--- config.mk ---
export PLATFORM = sky130hd
export DESIGN_NAME = uied_top
export DESIGN_NICKNAME = d
export VERILOG_FILES = /design/src/hdl/uied_pkg.sv /design/src/hdl/uied_top.sv
export SDC_FILE = /design/constraint.sdc
export NUM_CORES = 1
export LEC_CHECK = 0
export BUFFER_PORTS_ARGS = -buffer_cell sky130_fd_sc_hd__clkbuf_2
export CAP_MARGIN = 0
export CELL_PAD_IN_SITES_DETAIL_PLACEMENT = 0
export CELL_PAD_IN_SITES_GLOBAL_PLACEMENT = 1
export CORE_MARGIN = 5
export CORE_UTILIZATION = 45
export CTS_CLUSTER_SIZE = 20
export DETAILED_ROUTE_END_ITERATION = 16
export PLACE_DENSITY = 0.89
export SYNTH_ARGS = -nofsm -noshare
export SYNTH_HDL_FRONTEND = slang
export SYNTH_SLANG_ARGS = --single-unit
--- constraint.sdc ---
create_clock -name clk -period 14.7 [get_ports clk]
set_input_delay 1.47 -clock clk [delete_from_list [all_inputs] [get_ports clk]]
set_output_delay 1.47 -clock clk [all_outputs]
set_load 0.02 [all_outputs]
--- src/hdl/uied_pkg.sv ---
package uied_pkg;

   // register byte offsets on the lite bus
   localparam logic [7:0] OFS_FIRST_BASE   = 8'h00;
   localparam logic [7:0] OFS_SECOND_BASE  = 8'h04;
   localparam logic [7:0] OFS_FIRST_COUNT  = 8'h08;
   localparam logic [7:0] OFS_SECOND_COUNT = 8'h0c;
   localparam logic [7:0] OFS_BUF_SIZE     = 8'h10;
   localparam logic [7:0] OFS_CONFIG       = 8'h14;
   localparam logic [7:0] OFS_IRQ_STATUS   = 8'h18;
   localparam logic [7:0] OFS_IRQ_MASK     = 8'h1c;
   localparam logic [7:0] OFS_STATE        = 8'h20;

   // field positions
   localparam int EMPTY_BIT      = 7;
   localparam int IRQ_SENT_FIRST = 0;
   localparam int IRQ_SENT_SECOND = 1;
   localparam int IRQ_NAK        = 2;
   localparam int IRQ_W          = 3;
   localparam int STATE_SEL_BIT  = 0;
   localparam int STATE_PEND_BIT = 1;

   // values after reset
   localparam logic [7:0]       RST_BASE  = 8'h00;
   localparam logic [7:0]       RST_COUNT = 8'h80;
   localparam logic [7:0]       RST_SIZE  = 8'h00;
   localparam logic [7:0]       RST_CFG   = 8'h00;
   localparam logic [IRQ_W-1:0] RST_MASK  = 3'h0;

   localparam logic [1:0] AXI_OKAY   = 2'h0;
   localparam logic [1:0] AXI_SLVERR = 2'h2;

   typedef enum logic [1:0] {
      UIED_ANS_NONE,
      UIED_ANS_DATA,
      UIED_ANS_NAK
   } uied_ans_kind_t;

   typedef struct packed {
      logic       enable;
      logic       iso;
      logic       double_buffer_select;
      logic [4:0] sample_size;
   } uied_cfg_t;

   typedef struct packed {
      logic       empty;
      logic [6:0] count;
   } uied_count_t;

   typedef struct packed {
      uied_ans_kind_t kind;
      logic           from_second;
      logic [10:0]    addr;
      logic [11:0]    len;
      logic [10:0]    area;
   } uied_answer_t;

endpackage : uied_pkg

--- src/hdl/uied_top.sv ---
// Local design decisions: the AXI4-Lite interface to the registers and the register offsets.
module uied_top (
   input  wire logic                  clk,
   input  wire logic                  rst_n,
   input  wire logic [7:0]            s_axi_awaddr,
   input  wire logic                  s_axi_awvalid,
   output logic                       s_axi_awready,
   input  wire logic [31:0]           s_axi_wdata,
   input  wire logic [3:0]            s_axi_wstrb,
   input  wire logic                  s_axi_wvalid,
   output logic                       s_axi_wready,
   output logic [1:0]                 s_axi_bresp,
   output logic                       s_axi_bvalid,
   input  wire logic                  s_axi_bready,
   input  wire logic [7:0]            s_axi_araddr,
   input  wire logic                  s_axi_arvalid,
   output logic                       s_axi_arready,
   output logic [31:0]                s_axi_rdata,
   output logic [1:0]                 s_axi_rresp,
   output logic                       s_axi_rvalid,
   input  wire logic                  s_axi_rready,
   input  wire logic                  in_token,
   input  wire logic                  in_done,
   output logic                       ans_valid,
   output uied_pkg::uied_answer_t     answer,
   output logic                       irq
);
   import uied_pkg::*;

   logic [7:0]       first_base_ff;
   logic [7:0]       second_base_ff;
   logic [7:0]       size_ff;
   uied_count_t      first_cnt_ff;
   uied_count_t      second_cnt_ff;
   uied_cfg_t        cfg_ff;
   logic [IRQ_W-1:0] irq_stat_ff;
   logic [IRQ_W-1:0] irq_mask_ff;
   logic [IRQ_W-1:0] nxt_irq_stat;
   logic [IRQ_W-1:0] irq_event;
   logic             irq_ff;
   logic             cur_sel_ff;
   logic             pend_ff;
   logic             pend_sel_ff;
   logic [11:0]      pend_len_ff;
   logic [10:0]      iso_rd_ff;
   logic [11:0]      nxt_iso_rd;
   logic             ans_valid_ff;
   uied_answer_t     ans_ff;
   uied_answer_t     nxt_ans;

   logic             awready_ff;
   logic             wready_ff;
   logic             bvalid_ff;
   logic [1:0]       bresp_ff;
   logic             arready_ff;
   logic             rvalid_ff;
   logic [1:0]       rresp_ff;
   logic [31:0]      rdata_ff;
   logic [7:0]       wr_addr_ff;
   logic [7:0]       wr_data_ff;
   logic             wr_lane_ff;
   logic             wr_fire;
   logic             done_ok;
   logic             sel_second;
   uied_count_t      sel_cnt;
   logic [12:0]      iso_bytes;
   logic [31:0]      nxt_rdata;
   logic             rd_hit;

   function automatic logic is_mapped(input logic [7:0] a);
      return a == OFS_FIRST_BASE || a == OFS_SECOND_BASE || a == OFS_FIRST_COUNT ||
             a == OFS_SECOND_COUNT || a == OFS_BUF_SIZE || a == OFS_CONFIG ||
             a == OFS_IRQ_STATUS || a == OFS_IRQ_MASK || a == OFS_STATE;
   endfunction : is_mapped

   // write: address and data taken in either order, one write at a time
   assign wr_fire = !awready_ff && !wready_ff && !bvalid_ff;

   always_ff @(posedge clk or negedge rst_n) begin
      if (!rst_n) begin
         awready_ff <= 1'b1;
         wready_ff  <= 1'b1;
         bvalid_ff  <= 1'b0;
         bresp_ff   <= AXI_OKAY;
         wr_addr_ff <= 8'h00;
         wr_data_ff <= 8'h00;
         wr_lane_ff <= 1'b0;
      end else begin
         if (s_axi_awvalid && awready_ff) begin
            awready_ff <= 1'b0;
            wr_addr_ff <= s_axi_awaddr;
         end
         if (s_axi_wvalid && wready_ff) begin
            wready_ff  <= 1'b0;
            wr_data_ff <= s_axi_wdata[7:0];
            wr_lane_ff <= s_axi_wstrb[0];
         end
         if (wr_fire) begin
            bvalid_ff <= 1'b1;
            bresp_ff  <= is_mapped(wr_addr_ff) ? AXI_OKAY : AXI_SLVERR;
         end
         if (bvalid_ff && s_axi_bready) begin
            bvalid_ff  <= 1'b0;
            awready_ff <= 1'b1;
            wready_ff  <= 1'b1;
         end
      end
   end

   // only byte lane 0 carries register bits; upper lanes are ignored
   always_ff @(posedge clk or negedge rst_n) begin
      if (!rst_n) begin
         first_base_ff  <= RST_BASE;
         second_base_ff <= RST_BASE;
         size_ff        <= RST_SIZE;
         cfg_ff         <= RST_CFG;
         irq_mask_ff    <= RST_MASK;
      end else if (wr_fire && wr_lane_ff) begin
         case (wr_addr_ff)
            OFS_FIRST_BASE:  first_base_ff  <= wr_data_ff;
            OFS_SECOND_BASE: second_base_ff <= wr_data_ff;
            OFS_BUF_SIZE:    size_ff        <= wr_data_ff;
            OFS_CONFIG:      cfg_ff         <= wr_data_ff;
            OFS_IRQ_MASK:    irq_mask_ff    <= wr_data_ff[IRQ_W-1:0];
            default: begin
            end
         endcase
      end
   end

   // hardware set of the empty flag wins over a software write in the same cycle
   assign done_ok = in_done && pend_ff;

   always_ff @(posedge clk or negedge rst_n) begin
      if (!rst_n) begin
         first_cnt_ff  <= RST_COUNT;
         second_cnt_ff <= RST_COUNT;
      end else begin
         if (wr_fire && wr_lane_ff && wr_addr_ff == OFS_FIRST_COUNT) begin
            first_cnt_ff <= wr_data_ff;
         end
         if (wr_fire && wr_lane_ff && wr_addr_ff == OFS_SECOND_COUNT) begin
            second_cnt_ff <= wr_data_ff;
         end
         if (done_ok && !pend_sel_ff) begin
            first_cnt_ff.empty <= 1'b1;
         end
         if (done_ok && pend_sel_ff) begin
            second_cnt_ff.empty <= 1'b1;
         end
      end
   end

   // read: one at a time, answer one cycle after the address is taken
   always_comb begin
      nxt_rdata = 32'h0000_0000;
      rd_hit    = 1'b1;
      case (s_axi_araddr)
         OFS_FIRST_BASE:   nxt_rdata[7:0] = first_base_ff;
         OFS_SECOND_BASE:  nxt_rdata[7:0] = second_base_ff;
         OFS_FIRST_COUNT:  nxt_rdata[7:0] = first_cnt_ff;
         OFS_SECOND_COUNT: nxt_rdata[7:0] = second_cnt_ff;
         OFS_BUF_SIZE:     nxt_rdata[7:0] = size_ff;
         OFS_CONFIG:       nxt_rdata[7:0] = cfg_ff;
         OFS_IRQ_STATUS:   nxt_rdata[IRQ_W-1:0] = irq_stat_ff;
         OFS_IRQ_MASK:     nxt_rdata[IRQ_W-1:0] = irq_mask_ff;
         OFS_STATE: begin
            nxt_rdata[STATE_SEL_BIT]  = cur_sel_ff;
            nxt_rdata[STATE_PEND_BIT] = pend_ff;
         end
         default:          rd_hit = 1'b0;
      endcase
   end

   always_ff @(posedge clk or negedge rst_n) begin
      if (!rst_n) begin
         arready_ff <= 1'b1;
         rvalid_ff  <= 1'b0;
         rresp_ff   <= AXI_OKAY;
         rdata_ff   <= 32'h0000_0000;
      end else begin
         if (s_axi_arvalid && arready_ff) begin
            arready_ff <= 1'b0;
            rvalid_ff  <= 1'b1;
            rdata_ff   <= nxt_rdata;
            rresp_ff   <= rd_hit ? AXI_OKAY : AXI_SLVERR;
         end
         if (rvalid_ff && s_axi_rready) begin
            rvalid_ff  <= 1'b0;
            arready_ff <= 1'b1;
         end
      end
   end

   // answer decision for an IN token
   assign sel_second = cfg_ff.double_buffer_select && !cfg_ff.iso && cur_sel_ff;
   assign sel_cnt    = sel_second ? second_cnt_ff : first_cnt_ff;
   assign iso_bytes  = sel_cnt.count * ({1'b0, cfg_ff.sample_size} + 6'h01);

   always_comb begin
      nxt_ans             = ans_ff;
      nxt_ans.from_second = sel_second;
      nxt_ans.area        = {size_ff, 3'h0};
      if (!cfg_ff.enable) begin
         nxt_ans.kind = UIED_ANS_NONE;
      end else if (cfg_ff.iso) begin
         nxt_ans.kind = UIED_ANS_DATA;
      end else if (sel_cnt.empty) begin
         nxt_ans.kind = UIED_ANS_NAK;
      end else begin
         nxt_ans.kind = UIED_ANS_DATA;
      end
      if (cfg_ff.iso) begin
         nxt_ans.len  = iso_bytes[11:0];
         nxt_ans.addr = {first_base_ff, 3'h0} + iso_rd_ff;
      end else begin
         nxt_ans.len  = {5'h00, sel_cnt.count};
         nxt_ans.addr = sel_second ? {second_base_ff, 3'h0} : {first_base_ff, 3'h0};
      end
   end

   always_ff @(posedge clk or negedge rst_n) begin
      if (!rst_n) begin
         ans_valid_ff <= 1'b0;
         ans_ff       <= '0;
      end else begin
         ans_valid_ff <= in_token;
         if (in_token) begin
            ans_ff <= nxt_ans;
         end
      end
   end

   // a packet stays pending until the host acknowledges it
   always_ff @(posedge clk or negedge rst_n) begin
      if (!rst_n) begin
         pend_ff     <= 1'b0;
         pend_sel_ff <= 1'b0;
         pend_len_ff <= 12'h000;
      end else begin
         if (done_ok) begin
            pend_ff <= 1'b0;
         end
         if (in_token && nxt_ans.kind == UIED_ANS_DATA) begin
            pend_ff     <= 1'b1;
            pend_sel_ff <= sel_second;
            pend_len_ff <= nxt_ans.len;
         end
      end
   end

   always_ff @(posedge clk or negedge rst_n) begin
      if (!rst_n) begin
         cur_sel_ff <= 1'b0;
      end else if (!cfg_ff.double_buffer_select || cfg_ff.iso) begin
         cur_sel_ff <= 1'b0;
      end else if (done_ok) begin
         cur_sel_ff <= !pend_sel_ff;
      end
   end

   // circular read offset wraps once; a packet longer than the area is a software fault
   always_comb begin
      nxt_iso_rd = {1'b0, iso_rd_ff} + pend_len_ff;
      if (size_ff != 8'h00 && nxt_iso_rd >= {1'b0, size_ff, 3'h0}) begin
         nxt_iso_rd = nxt_iso_rd - {1'b0, size_ff, 3'h0};
      end
   end

   always_ff @(posedge clk or negedge rst_n) begin
      if (!rst_n) begin
         iso_rd_ff <= 11'h000;
      end else if (!cfg_ff.iso) begin
         iso_rd_ff <= 11'h000;
      end else if (done_ok) begin
         iso_rd_ff <= nxt_iso_rd[10:0];
      end
   end

   // sticky status, write one to clear; a new event beats the clear
   always_comb begin
      irq_event                  = '0;
      irq_event[IRQ_SENT_FIRST]  = done_ok && !pend_sel_ff;
      irq_event[IRQ_SENT_SECOND] = done_ok && pend_sel_ff;
      irq_event[IRQ_NAK]         = in_token && nxt_ans.kind == UIED_ANS_NAK;
      nxt_irq_stat               = irq_stat_ff;
      if (wr_fire && wr_lane_ff && wr_addr_ff == OFS_IRQ_STATUS) begin
         nxt_irq_stat = nxt_irq_stat & ~wr_data_ff[IRQ_W-1:0];
      end
      nxt_irq_stat = nxt_irq_stat | irq_event;
   end

   always_ff @(posedge clk or negedge rst_n) begin
      if (!rst_n) begin
         irq_stat_ff <= '0;
         irq_ff      <= 1'b0;
      end else begin
         irq_stat_ff <= nxt_irq_stat;
         irq_ff      <= |(nxt_irq_stat & irq_mask_ff);
      end
   end

   assign s_axi_awready = awready_ff;
   assign s_axi_wready  = wready_ff;
   assign s_axi_bvalid  = bvalid_ff;
   assign s_axi_bresp   = bresp_ff;
   assign s_axi_arready = arready_ff;
   assign s_axi_rvalid  = rvalid_ff;
   assign s_axi_rresp   = rresp_ff;
   assign s_axi_rdata   = rdata_ff;
   assign ans_valid     = ans_valid_ff;
   assign answer        = ans_ff;
   assign irq           = irq_ff;
endmodule : uied_top

# ---- Yosys cells after proc, flatten, opt, wreduce, memory -nomap -nowiden
# Cells that the tools add are included.
dict set report totals {
  regBits 150
  out_inout_bits 80
  wordCells 151
}
dict set report classes {
  addsub 4
  multipliers 1
  n_lt_le_gt_ge 1
  eq_ne 19
  n_mux 34
  bitwise 4
  reduce_logical 52
}
# op n
set op_table {}
lappend op_table {{$eq A8 B5 Y1 const B} 8}
lappend op_table {{$mux W11} 4}
lappend op_table {{$eq A8 B4 Y1 const B} 4}
lappend op_table {{$pmux W5 S6} 1}
lappend op_table {{$mux W8} 3}
lappend op_table {{$mux W23} 1}
lappend op_table {{$logic_and A1 B1 Y1} 19}
lappend op_table {{$pmux W2 S9} 1}
lappend op_table {{$mux W1} 17}
lappend op_table {{$eq A8 B3 Y1 const B} 2}
lappend op_table {{$eq A8 B6 Y1 const B} 2}
lappend op_table {{$logic_not A8 Y1} 2}
lappend op_table {{$reduce_bool A2 Y1} 8}
lappend op_table {{$add A11 B12 Y12} 1}
lappend op_table {{$ge A12 B11 Y1} 1}
lappend op_table {{$mul A7 B6 Y12} 1}
lappend op_table {{$add A11 B11 Y11} 1}
lappend op_table {{$sub A11 B11 Y11} 1}
lappend op_table {{$mux W2} 5}
lappend op_table {{$reduce_and A2 Y1} 5}
lappend op_table {{$logic_or A1 B1 Y1} 9}
lappend op_table {{$reduce_or A9 Y1} 1}
lappend op_table {{$pmux W1 S8} 1}
lappend op_table {{$reduce_bool A8 Y1} 1}
lappend op_table {{10 further kinds} 16}

# ---- Logic depth before layout (Yosys ltp)
# Gate-level depths: netlist of the first run.
dict set report logic_depth {
  depth_word 12
  ltp_mapped 20
}

# ---- Least setup slack after synthesis of the first run
# No wires, ideal clock.
dict set report synth_timing {
  path_kind {reg-to-reg}
  startpoint {register cfg_ff[5] (netlist bit)}
  endpoint {register ans_ff (netlist bit answer[21])}
  t_arrival_ns 4.524
  path_slack_ns 10.042
  stages_incl_launch_ff 19
  period_less_slack_ns 4.658
  path_cell_list {dfrtp_1 nor2b_1 and2_1 clkbuf_1 buf_2 mux2i_1 nor2_1 fa_1 inv_1 fa_1 fa_1 inv_1 ha_1 a21oi_1 o21bai_1 a2111oi_0 or3_1 xor2_1 o22ai_1}
}
dict set report synth_via {
  elab_chain_len 5
}
# item line
set synth_rtl {}
lappend synth_rtl {{start: declaration} uied_top.sv:35} ;# uied_cfg_t cfg_ff;
lappend synth_rtl {{start signal: assignment} uied_top.sv:123} ;# OFS_CONFIG: cfg_ff <= wr_data_ff;
lappend synth_rtl {{$logic_and A1 B1 Y1 (2 in a row)} uied_top.sv:196} ;# assign sel_second = cfg_ff.double_buffer_select && !cfg_ff.iso && cur_sel_ff;
lappend synth_rtl {{$mux W8} uied_top.sv:197} ;# assign sel_cnt = sel_second ? second_cnt_ff : first_cnt_ff;
lappend synth_rtl {{$mul A7 B6 Y12} uied_top.sv:198} ;# assign iso_bytes = sel_cnt.count * ({1'b0, cfg_ff.sample_size} + 6'h01);
lappend synth_rtl {{$mux W23} uied_top.sv:213} ;# if (cfg_ff.iso) begin
lappend synth_rtl {{end signal: assignment} uied_top.sv:229} ;# ans_ff <= nxt_ans;
lappend synth_rtl {{end: declaration} uied_top.sv:48} ;# uied_answer_t ans_ff;
# Every way passes these cells.
# A chain may end at the register's enable or synchronous reset.

# ---- Final worst setup path of the first run
# Ends and elaborated chain as after synthesis.

==> load_flow_metrics.sql, run 1 <==
INSERT INTO impl_metrics (metric_group, metric, value, unit) VALUES
('grt', 'grt_antenna_before_repair', '0', ''),
('detailed_routing', 'wirelength', '21.16', 'mm'),
('yosys', 'synth.avg_cell_area', '10.68', 'um2'),
('clock_network', 'hold_bufs_inserted_after_cts', '0', ''),
('floorplan', 'dieArea', '23140', 'um2'),
('yosys', 'combinational_family_with_the_most_area_after_synthesis', 'multiplexers', ''),
('timing', 'setup_tns', '0', 'ns'),
('clock_network', 'cts_made_buffers', '17', ''),
('pwr', 'netsw', '442.8', 'uW'),
('yosys', 'synth_compound_gate_area_share', '11.56', '%'),
('yosys', 'yosys.area_share.adder', '11.54', '%'),
('run_status', 'status', 'finished, final reports clean', ''),
('critical_path', 'critical-path-max-stage-delay', '0.89', 'ns'),
('pwr', 'power-per-cell-area', '126.8', 'nW/um2'),
('floorplan', 'die_y', '152.1', 'um'),
('timing', 'report.final.setup_viol', '0', ''),
('place', 'place_congestion', '0.8645', ''),
('critical_path', 'reg2reg_slack', '8.89', 'ns'),
('finish', 'final_layout_size_suffix_gt1_share', '27.69', '%'),
('min_path', 'hp-class', 'flop to flop', ''),
('pwr', 'share_seq_of_total_power', '43.1', '%'),
('yosys', 'synth_edf_count', '0', ''),
('timing', 'finClkSkew', '0.009071', 'ns'),
('yosys', 'syn_inst', '851', ''),
('run', 'max-cap-violations', '0', ''),
('timing', 'top_achievable_clock_speed', '172.2', 'MHz'),
('yosys', 'muxShareOfSynthArea', '14.98', '%'),
('yosys', 'ys_ff_latch', '148', ''),
('grt', 'grt_pass1_wl', '35.18', 'mm'),
('finish', 'n_antenna_cell', '0', ''),
('timing', 'grt_setup_unrepaired', 'false', ''),
('timing', 'timing.slew.headroom', '25.50', '%'),
('finish', 'largest_register_ffs', '34', ''),
('yosys', 'proportion_of_synthesized_chip_area_in_sequential_cells', '40.82', '%'),
('yosys', 'ys_warn_count', '0', ''),
('timing', 'final_max_slew_viol_count', '0', ''),
('clock_network', 'cts_tree', 'built', ''),
('timing', 'finalWorstPathRequiredPeriod', '5.808', 'ns'),
('clock_network', 'clk-insertion-delay-late', '0.43', 'ns'),
('detailed_routing', 'initialDrtViolationCount', '353', ''),
('critical_path', 'critPathSlowestCell', 'sky130_fd_sc_hd__and2_1', ''),
('pwr', 'comb_power_share', '21.4', '%'),
('grt', 'grt_pass1_vias', '6510', ''),
('pwr', 'p_clk_share', '35.5', '%'),
('detailed_routing', 'drt_pre_antenna_iters', '5', ''),
('critical_path', 'worstPathCellList', 'nor2b_1, and2_1, mux2i_1, nor2_1, fa_1, inv_1, fa_1, fa_1, inv_1, ha_1, a21oi_1, o21bai_1, a2111oi_0, or3_1, xor2_1, o22ai_1', ''),
('finish', 'post_route_standard_cell_area_excluding_fillers', '10280', 'um2'),
('yosys', 'ys_dominant_reg_cell', 'sky130_fd_sc_hd__dfrtp_1', ''),
('floorplan', 'placementRows', '52', ''),
('yosys', 'ys_types', '75', ''),
('floorplan', 'initial_util', '45.35', '%'),
('critical_path', 'crit_path_frequent_cell', 'sky130_fd_sc_hd__fa_1', ''),
('timing', 'period_share', '39.51', '%'),
('detailed_routing', 'vias', '6449', ''),
('floorplan', 'io_pins', '141', ''),
('finish', 'layout_commonest_cell', 'sky130_fd_sc_hd__dfrtp_1', ''),
('finish', 'most-common-layout-cells', 'sky130_fd_sc_hd__dfrtp_1 (143), sky130_fd_sc_hd__mux2_2 (97), sky130_fd_sc_hd__clkbuf_2 (83)', ''),
('pwr', 'netSwitchingFraction', '33.98', '%'),
('grt', 'all_layer_global_routing_usage', '18.77', '%'),
('critical_path', 'path_class', 'flop to flop', ''),
('grt', 'grt_max_degree', '79', ''),
('pwr', 'total_leakage_power', '5.030', 'nW'),
('floorplan', 'chipWidth', '152.1', 'um'),
('critical_path', 'worst-path-max-fanout', '23', ''),
('finish', 'design.final.nets', '1057', ''),
('critical_path', 'timing.critical_path.from_type', 'flop', ''),
('clock_network', 'cts.sinks', '148', ''),
('place', 'post_dp_cell_area', '9641', 'um2'),
('yosys', 'yosys.area_share.xor_xnor', '3.180', '%'),
('yosys', 'yosys.area_share.simple', '11.12', '%'),
('clock_network', 'cts_resized', '0', '');
-- worst max-delay path, delay by kind of cell (launching register included) --
family | cells | cell delay (ns)
fa+ha+maj | 4 | 1.88
xor+xnor | 1 | 0.28
simple gates | 4 | 1.41
buf+inv | 2 | 0.09
mux | 1 | 0.70
flops | 1 | 0.40
compound gates | 4 | 0.91
-- metal layers --
layer,track usage (%),share of wire (%),vias up
met5,0,0,-
met3,3.527,4.6,20
met1,24.59,44,3190
met2,31.67,50,153
li1,-,-,3086
met4,5.908,1.5,0
-- stage by stage --
stage               utilization [%]  hold WS, ns  cells  setup slack [ns]  power, mW
floorplan                         -       0.4563    879             10.04     0.7534
global placement              48.11       0.4660   1177             9.021     0.8374
detailed placement            48.11       0.4814   1177             8.963     0.8470
CTS                           51.29       0.4962   1209             8.961      1.312
global route                  51.29       0.5187   1209             8.483      1.368
finish                        51.29       0.4884   1209             8.892      1.303
-- synthesized netlist by cell type (all sizes together), types with 5 or more instances --
cell type	instances	area, um2
nor2b	11	68.82
mux2i	22	224.0
xnor2	19	166.4
a21o	12	91.34
inv	71	266.5
dfrtp	143	3578
mux2	97	1092
xor2	14	122.6
nand4	8	56.30
a221o	6	60.06
clkbuf	26	98.84
dfstp	5	131.4
or2	9	56.30
o21ai	45	229.0
ha	47	588.1
fa	23	460.4
and2	5	33.78
a221oi	12	142.6
a21oi	28	143.9
buf	34	249.0
nand2	49	186.4
nand3	18	90.09
nor3	12	91.34
nor2	59	221.5
a22oi	7	52.55
-- logic make-up after synthesis --
logic type | after synthesis
compound gates | 151
mux | 121
xor+xnor | 33
other cells | 1
simple gates | 196
buf+inv | 131
flops | 148
fa+ha+maj | 70
-- path summary, 6_finish.rpt --
path	startpoint	cells after the start	endpoint
setup / recovery	cfg_ff[5]	16	answer[21]
setup reg to reg	cfg_ff[5]	16	answer[21]
max in group asynchronous	rst_n	2	iso_rd_ff[2]
hold reg to reg	s_axi_rdata[6]	2	s_axi_rdata[6]
min in group asynchronous	rst_n	1	answer[8]
hold / removal	s_axi_rdata[6]	2	s_axi_rdata[6]
-- power by group through the flow --
stage | sequential [mW] | clock [mW] | combinational (mW)
detailed placement | 0.567 | 0 | 0.280
CTS | 0.560 | 0.470 | 0.282
global route | 0.573 | 0.486 | 0.308
global placement | 0.563 | 0 | 0.274
floorplan | 0.550 | 0 | 0.203
finish | 0.562 | 0.462 | 0.279
-- area by class of cell --
class / count / area, um2
Inverter: 71 / 266.5
Fill cell: 1818 / 9762
Tap cell: 270 / 337.8
Multi-Input combinational cell: 600 / 4870
Timing Repair Buffer: 88 / 456.7
Clock inverter: 15 / 211.5
Clock buffer: 17 / 425.4
Sequential cell: 148 / 3710
(Power assumes the default switching activity.)
==> run 2: changes to the inputs <==
ABC_AREA = 1   (was unset)
CORE_UTILIZATION = 39   (was 45)
PLACE_DENSITY = 0.87   (was 0.89)
clock period = 5 ns   (was 14.7 ns; I/O delays follow)
==> run 2 against run 1 <==
Clock power grew to 3.0 times the previous value; sequential power grew to 2.6 times the previous value; clock skew is 0.00057 ns higher; register-to-register slack worse by 8.3 ns; global-route usage is 0.40 points higher; routed wire length is 18% higher; sequential share of layout area is 0.62 points lower; design area is 1.8% higher; setup slack worse by 8.3 ns; power grew to 2.8 times the previous value; cell count is 30% higher.
==> load_flow_metrics.sql, run 2 <==
INSERT INTO impl_metrics (metric_group, metric, value, unit) VALUES
('run_status', 'status', 'finished, final reports clean', ''),
('yosys', 'ys_types', '47', ''),
('critical_path', 'setup.worst_path.start', 'cfg_ff[0]', ''),
('finish', 'n_antenna_cell', '0', ''),
('yosys', 'muxShareOfSynthArea', '0.6136', '%'),
('grt', 'grt_antenna_before_repair', '0', ''),
('floorplan', 'chipWidth', '163.4', 'um'),
('yosys', 'synthMostInstantiatedCell', 'sky130_fd_sc_hd__nand2_1', ''),
('timing', 'period_share', '88.63', '%'),
('detailed_routing', 'route.antenna.remaining_nets', '0', ''),
('finish', 'layout_commonest_cell', 'sky130_fd_sc_hd__nand2_1', ''),
('finish', 'design.final.nets', '1376', ''),
('yosys', 'syn_inst', '1161', ''),
('timing', 'grt_setup_unrepaired', 'false', ''),
('yosys', 'yosys.area_share.xor_xnor', '1.718', '%'),
('pwr', 'vdd.ir_drop.worst', '257.0', 'uV'),
('critical_path', 'r2r_path_start', 'cfg_ff[0]', ''),
('min_path', 'worstHoldStart', 's_axi_awvalid', ''),
('timing', 'report.final.setup_viol', '0', ''),
('pwr', 'power-per-cell-area', '346.6', 'nW/um2'),
('yosys', 'synth.area.top_cells', 'sky130_fd_sc_hd__dfrtp_1 (39%), sky130_fd_sc_hd__nand2_1 (12%), sky130_fd_sc_hd__ha_1 (6.4%), sky130_fd_sc_hd__inv_1 (6.3%), sky130_fd_sc_hd__o21ai_0 (5.8%)', ''),
('timing', 'timing.slew.headroom', '42.24', '%'),
('place', 'place_congestion', '0.9164', ''),
('critical_path', 'crit_required', '5.34', 'ns'),
('finish', 'post_route_standard_cell_area_excluding_fillers', '10460', 'um2'),
('finish', 'multi_input_comb_area', '4634', 'um2'),
('critical_path', 'timing.critical_path.from_type', 'flop', ''),
('timing', 'finalWorstPathRequiredPeriod', '4.431', 'ns'),
('yosys', 'synth-async-reset-ratio', '100.0', '%'),
('yosys', 'ys_warn_count', '0', ''),
('grt', 'grt_pass1_vias', '7636', ''),
('finish', 'final_layout_size_suffix_gt1_share', '12.72', '%'),
('timing', 'final_max_slew_viol_count', '0', ''),
('yosys', 'ys_ff_latch', '148', ''),
('clock_network', 'clock_tree.htree_level_count', '4', ''),
('clock_network', 'cts_tree', 'built', ''),
('yosys', 'combinational_family_with_the_most_area_after_synthesis', 'simple AND/OR/NAND/NOR gates', ''),
('grt', 'grt_remaining_overflow', '0', ''),
('yosys', 'post_synth_most_frequent_cells', 'sky130_fd_sc_hd__nand2_1 (296), sky130_fd_sc_hd__inv_1 (155), sky130_fd_sc_hd__dfrtp_1 (143), sky130_fd_sc_hd__o21ai_0 (107), sky130_fd_sc_hd__nor2_1 (87)', ''),
('critical_path', 'worst-path-max-fanout', '10', ''),
('yosys', 'netlist_area_pre_place', '9176', 'um2'),
('clock_network', 'hold_bufs_inserted_after_cts', '1', ''),
('detailed_routing', 'wirelength', '24.91', 'mm'),
('floorplan', 'placementRows', '56', ''),
('clock_network', 'cts_resized', '0', ''),
('yosys', 'synth_edf_count', '0', ''),
('grt', 'grt_max_degree', '55', ''),
('run', 'max-cap-violations', '0', ''),
('clock_network', 'clk-insertion-delay-late', '0.43', 'ns'),
('yosys', 'yosys.area_share.adder', '11.43', '%'),
('clock_network', 'cts.reportedPaths.clkPinSlew', '0.07', 'ns'),
('timing', 'final_worst_path_setup_slack', '0.5687', 'ns'),
('timing', 'finClkSkew', '0.009642', 'ns'),
('yosys', 'synth_top_area_cell', 'sky130_fd_sc_hd__dfrtp_1', ''),
('min_path', 'hp-class', 'input port to flop', ''),
('clock_network', 'cts_made_buffers', '17', ''),
('floorplan', 'initial_util', '39.33', '%'),
('timing', 'hold-worst-slack', '0.2423', 'ns'),
('yosys', 'synth.avg_cell_area', '7.904', 'um2'),
('place', 'dp_hpwl', '19.01', 'mm'),
('yosys', 'proportion_of_synthesized_chip_area_in_sequential_cells', '40.43', '%'),
('finish', 'sequential_cell_area', '3710', 'um2'),
('detailed_routing', 'detailed_route_drc_error_count', '0', ''),
('floorplan', 'io_pins', '141', ''),
('yosys', 'synth_compound_gate_area_share', '13.06', '%'),
('timing', 'tightest_slew', '0.8632', 'ns'),
('detailed_routing', 'initialDrtViolationCount', '598', ''),
('clock_network', 'cts_setup_buffers', '0', ''),
('detailed_routing', 'wl_per_cell', '15.80', 'um'),
('finish', 'largest_register_ffs', '34', ''),
('timing', 'top_achievable_clock_speed', '225.7', 'MHz'),
('floorplan', 'floorplan_core_area', '23330', 'um2'),
('pwr', 'total_leakage_power', '5.453', 'nW'),
('floorplan', 'dieArea', '26700', 'um2'),
('yosys', 'synth_top_area_share', '39.00', '%'),
('detailed_routing', 'drt_pre_antenna_iters', '5', ''),
('detailed_routing', 'routed_via_density', '4.970', ''),
('critical_path', 'worst-endpoint-arrival', '4.77', 'ns'),
('clock_network', 'clk_path_buf_depth', '2', ''),
('grt', 'grt_pass1_wl', '40.31', 'mm'),
('finish', 'utilization', '44.82', '%'),
('critical_path', 'path_class', 'flop to flop', ''),
('floorplan', 'die_y', '163.4', 'um'),
('clock_network', 'clock-root-buffer', 'sky130_fd_sc_hd__clkbuf_16', ''),
('grt', 'all_layer_global_routing_usage', '19.16', '%'),
('place', 'numPlacedInstances', '1544', ''),
('timing', 'setup_tns', '0', 'ns'),
('critical_path', 'end_kind', 'flop', ''),
('place', 'port_buffers', '84', ''),
('detailed_routing', 'vias', '7838', ''),
('finish', 'final_cells', '1577', ''),
('yosys', 'yosys.area_share.simple', '22.50', '%'),
('timing', 'timing_hold_violations_final', '0', ''),
('finish', 'nFillCells', '2364', ''),
('place', 'dpl_worst_slack', '0.5940', 'ns'),
('clock_network', 'cts.sinks', '148', ''),
('finish', 'most-common-layout-cells', 'sky130_fd_sc_hd__nand2_1 (296), sky130_fd_sc_hd__inv_1 (155), sky130_fd_sc_hd__dfrtp_1 (143)', ''),
('place', 'post_dp_cell_area', '9819', 'um2'),
('yosys', 'ys_dominant_reg_cell', 'sky130_fd_sc_hd__dfrtp_1', ''),
('pwr', 'p_total', '3.625', 'mW'),
('finish', 'syn2layout_area_growth', '13.96', '%');
[run 2: cell types whose count changed after synthesis, sizes merged, moves of 8 or more]
cell and change:
o21ai +80, buf +10, mux2 -92, nand2 +249, nand3 +51, nor2b -11, mux2i -22, clkbuf -15
a21oi +27, xnor2 -14, a21o -8, nor2 +31, a221oi -12, inv +87
[run 2: area by class of cell]
cell class	instances	area share, %
clock buffers	18	4.200
flip-flops and latches	148	35.48
clock inverters	14	1.807
well taps	319	3.817
repair buffers	92	4.678
multi-input cells	827	44.32
inverters	159	5.707
[run 2: worst paths after layout]
path / endpoint / slack, ns / depth (start not counted)
max in group asynchronous: iso_rd_ff[1] / 3.34 / 3
min in group asynchronous: s_axi_bvalid / 0.57 / 2
setup / recovery: answer[20] / 0.57 / 19
hold reg to reg: answer[16] / 0.48 / 2
setup reg to reg: answer[20] / 0.57 / 19
hold / removal: s_axi_awready / 0.24 / 2
[run 2: report_power, final]
group          internal [mW]  switching (mW)  total [mW]  leakage, nW
clock network          0.818           0.559        1.38        0.313
logic                  0.219           0.546       0.765         3.20
registers               1.37           0.113        1.48         1.94
[run 2: cells by family after synthesis]
kind of cell | count (synthesis)
AND/OR/NAND/NOR | 486
AO/OA/AOI/OAI | 219
buffers and inverters | 214
flip-flops | 148
adder cells (fa/ha/maj) | 70
XOR/XNOR | 18
multiplexers | 5
other | 1
[run 2: metal layers]
metal	wire length (um)	global-route usage, %	share of wire (%)	vias to the layer above
met3	1430	3.684	5.7	37
met5	0	0	0	-
li1	-	-	-	3876
met1	11440	26.71	46	3692
met4	581	5.795	2.3	0
met2	11450	30.43	46	233
[run 2: critical path, cell delays in order (launching register included)]
cell and delay, ns:
sky130_fd_sc_hd__dfrtp_1 0.56, sky130_fd_sc_hd__ha_1 0.25, sky130_fd_sc_hd__nand3_1 0.10, sky130_fd_sc_hd__xor2_1 0.36
sky130_fd_sc_hd__inv_1 0.14, sky130_fd_sc_hd__nand2_1 0.12, sky130_fd_sc_hd__fa_1 0.47, sky130_fd_sc_hd__fa_1 0.52
sky130_fd_sc_hd__fa_1 0.54, sky130_fd_sc_hd__inv_1 0.04, sky130_fd_sc_hd__ha_1 0.34, sky130_fd_sc_hd__nand3_1 0.10
sky130_fd_sc_hd__nand3_1 0.14, sky130_fd_sc_hd__nand2_1 0.09, sky130_fd_sc_hd__nand2_1 0.05, sky130_fd_sc_hd__a21oi_1 0.17
sky130_fd_sc_hd__nor2_1 0.06, sky130_fd_sc_hd__nor2_1 0.08, sky130_fd_sc_hd__nand2_1 0.07, sky130_fd_sc_hd__o21ai_0 0.15
==> run 3: changes to the inputs <==
CORE_UTILIZATION = 45   (was 39)
PLACE_DENSITY = 0.94   (was 0.87)
clock period = 5.45 ns   (was 5 ns; I/O delays follow)
==> run 3 against run 2 <==
Global-route usage rose by 1.8 points; register-to-register slack improved by 0.25 ns; critical path type unchanged; routed wire length fell by 2.8%; combinational power fell by 7.8%; clock power fell by 12%; power fell by 9.2%; critical endpoint is now answer[21].
==> load_flow_metrics.sql, run 3 (synthesis gave the netlist of run 2 again) <==
INSERT INTO impl_metrics (metric_group, metric, value, unit) VALUES
('finish', 'final_layout_size_suffix_gt1_share', '12.44', '%'),
('pwr', 'vdd.ir_drop.worst', '313.6', 'uV'),
('floorplan', 'dieArea', '23350', 'um2'),
('grt', 'most_used_layer_global_route', 'met2', ''),
('detailed_routing', 'wl_per_cell', '15.88', 'um'),
('clock_network', 'hold_bufs_inserted_after_cts', '0', ''),
('pwr', 'p_total', '3.292', 'mW'),
('grt', 'all_layer_global_routing_usage', '20.99', '%'),
('floorplan', 'initial_util', '45.50', '%'),
('timing', 'grt_setup_unrepaired', 'false', ''),
('detailed_routing', 'routed_via_density', '5.140', ''),
('timing', 'final_worst_path_setup_slack', '0.8219', 'ns'),
('finish', 'largest_register_ffs', '34', ''),
('floorplan', 'io_pins', '141', ''),
('clock_network', 'cts_setup_buffers', '0', ''),
('detailed_routing', 'initialDrtViolationCount', '651', ''),
('finish', 'utilization', '51.30', '%'),
('detailed_routing', 'vias', '7834', ''),
('timing', 'hold-worst-slack', '0.2342', 'ns'),
('critical_path', 'worst-path-max-fanout', '35', ''),
('place', 'numPlacedInstances', '1492', ''),
('timing', 'report.final.setup_viol', '0', ''),
('critical_path', 'end_kind', 'flop', ''),
('critical_path', 'path_class', 'flop to flop', ''),
('timing', 'finClkSkew', '0.009778', 'ns'),
('timing', 'timing.slew.headroom', '39.53', '%'),
('grt', 'grt_antenna_before_repair', '0', ''),
('detailed_routing', 'detailed_route_drc_error_count', '0', ''),
('grt', 'grt_util_met3', '4.573', '%'),
('timing', 'setup_tns', '0', 'ns'),
('critical_path', 'crit_required', '5.74', 'ns'),
('clock_network', 'cts_made_buffers', '17', ''),
('pwr', 'total_leakage_power', '5.417', 'nW'),
('critical_path', 'r2r_path_start', 'cfg_ff[6]', ''),
('place', 'port_buffers', '84', ''),
('timing', 'period_share', '84.92', '%'),
('run_status', 'status', 'finished, final reports clean', ''),
('pwr', 'power-per-cell-area', '318.1', 'nW/um2'),
('clock_network', 'clk_path_buf_depth', '2', ''),
('clock_network', 'cts.reportedPaths.clkPinSlew', '0.07', 'ns'),
('timing', 'final_max_slew_viol_count', '0', ''),
('timing', 'tightest_slew', '0.9071', 'ns'),
('detailed_routing', 'route.antenna.remaining_nets', '0', ''),
('finish', 'most-common-layout-cells', 'sky130_fd_sc_hd__nand2_1 (296), sky130_fd_sc_hd__inv_1 (155), sky130_fd_sc_hd__dfrtp_1 (143)', ''),
('critical_path', 'reg2reg_slack', '0.82', 'ns'),
('critical_path', 'timing.critical_path.from_type', 'flop', ''),
('grt', 'grt_max_degree', '102', ''),
('critical_path', 'critical-path-max-stage-delay', '0.70', 'ns'),
('floorplan', 'die_y', '152.8', 'um'),
('place', 'dp_hpwl', '18.39', 'mm'),
('detailed_routing', 'drt_pre_antenna_iters', '6', ''),
('floorplan', 'placementRows', '52', ''),
('critical_path', 'reg2regPathDepth', '16', ''),
('finish', 'design.final.nets', '1372', ''),
('detailed_routing', 'wirelength', '24.21', 'mm'),
('grt', 'grt.met2_usage', '33.26', '%'),
('timing', 'top_achievable_clock_speed', '216.1', 'MHz'),
('finish', 'n_antenna_cell', '0', ''),
('place', 'place_congestion', '0.8806', ''),
('grt', 'groute.layer.met1.usage', '28.85', '%'),
('place', 'dpl_worst_slack', '0.8453', 'ns'),
('finish', 'post_route_standard_cell_area_excluding_fillers', '10350', 'um2'),
('timing', 'timing_hold_violations_final', '0', ''),
('run', 'max-cap-violations', '0', ''),
('grt', 'grt_pass1_wl', '39.53', 'mm'),
('min_path', 'hp-class', 'input port to asynchronous set/reset pin', ''),
('clock_network', 'clock-root-buffer', 'sky130_fd_sc_hd__clkbuf_16', ''),
('finish', 'syn2layout_area_growth', '12.76', '%'),
('clock_network', 'cts.sinks', '148', ''),
('critical_path', 'critPathSlowestCell', 'sky130_fd_sc_hd__o21ai_0', ''),
('grt', 'grt_remaining_overflow', '0', ''),
('finish', 'layout_commonest_cell', 'sky130_fd_sc_hd__nand2_1', ''),
('clock_network', 'cts_tree', 'built', ''),
('floorplan', 'chipWidth', '152.8', 'um'),
('critical_path', 'worst-endpoint-arrival', '4.92', 'ns'),
('grt', 'grt_pass1_vias', '7500', ''),
('timing', 'finalWorstPathRequiredPeriod', '4.628', 'ns'),
('critical_path', 'worstPathCellList', 'inv_2, nand3_4, o21ai_0, inv_1, nand2_1, fa_1, fa_1, fa_1, inv_1, ha_1, a21oi_1, nand2_1, nand2_1, o211ai_1, o21ai_0, o21ai_0', ''),
('finish', 'final_cells', '1524', ''),
('clock_network', 'clk-insertion-delay-late', '0.44', 'ns'),
('clock_network', 'clock_tree.htree_level_count', '4', ''),
('critical_path', 'regToRegEndpoint', 'answer[21]', ''),
('clock_network', 'cts_resized', '0', ''),
('place', 'post_dp_cell_area', '9736', 'um2'),
('floorplan', 'floorplan_core_area', '20170', 'um2');
## run 3: layer usage
layer / up-vias / share of wire, % / wire length (um)
met5: - / 0 / 0
li1: 3876 / - / -
met1: 3641 / 46 / 11020
met2: 272 / 45 / 10850
met3: 45 / 7.2 / 1737
met4: 0 / 2.5 / 595
## run 3: layout make-up
class	instances	area [um2]
timing repair buffer	88	456.7
tap	270	337.8
sequential	148	3710
multi-input combinational	827	4634
clock buffer	19	442.9
inverter	159	596.8
clock inverter	13	168.9
fill	1968	9822
## run 3: worst max path at each step
| stage | start | to | slack, ns | cells past startpoint |
|---|---|---|---|---|
| final | cfg_ff[6] | answer[21] | 0.82 | 16 |
| after detailed placement | cfg_ff[6] | answer[21] | 0.85 | 16 |
| after global routing | cfg_ff[6] | answer[21] | 0.50 | 16 |
| after CTS | cfg_ff[6] | answer[21] | 0.81 | 16 |
| after floorplan | cfg_ff[6] | answer[19] | 1.52 | 20 |
| after global placement | cfg_ff[6] | answer[21] | 0.95 | 16 |
## run 3: worst max-delay path, delay by kind of cell (launching register included)
family / cells / cell delay, ns
adder cells (fa/ha/maj): 4 / 1.83
AO/OA/AOI/OAI: 5 / 1.42
AND/OR/NAND/NOR: 4 / 0.60
flip-flops: 1 / 0.38
buffers and inverters: 3 / 0.24
## run 3: power by group
group | total (mW) | internal, mW | leakage, nW | switching [mW]
Combinational | 0.705 | 0.200 | 3.18 | 0.505
Clock | 1.22 | 0.706 | 0.294 | 0.516
Sequential | 1.37 | 1.26 | 1.94 | 0.109
Total | 3.29 | 2.16 | 5.42 | 1.13
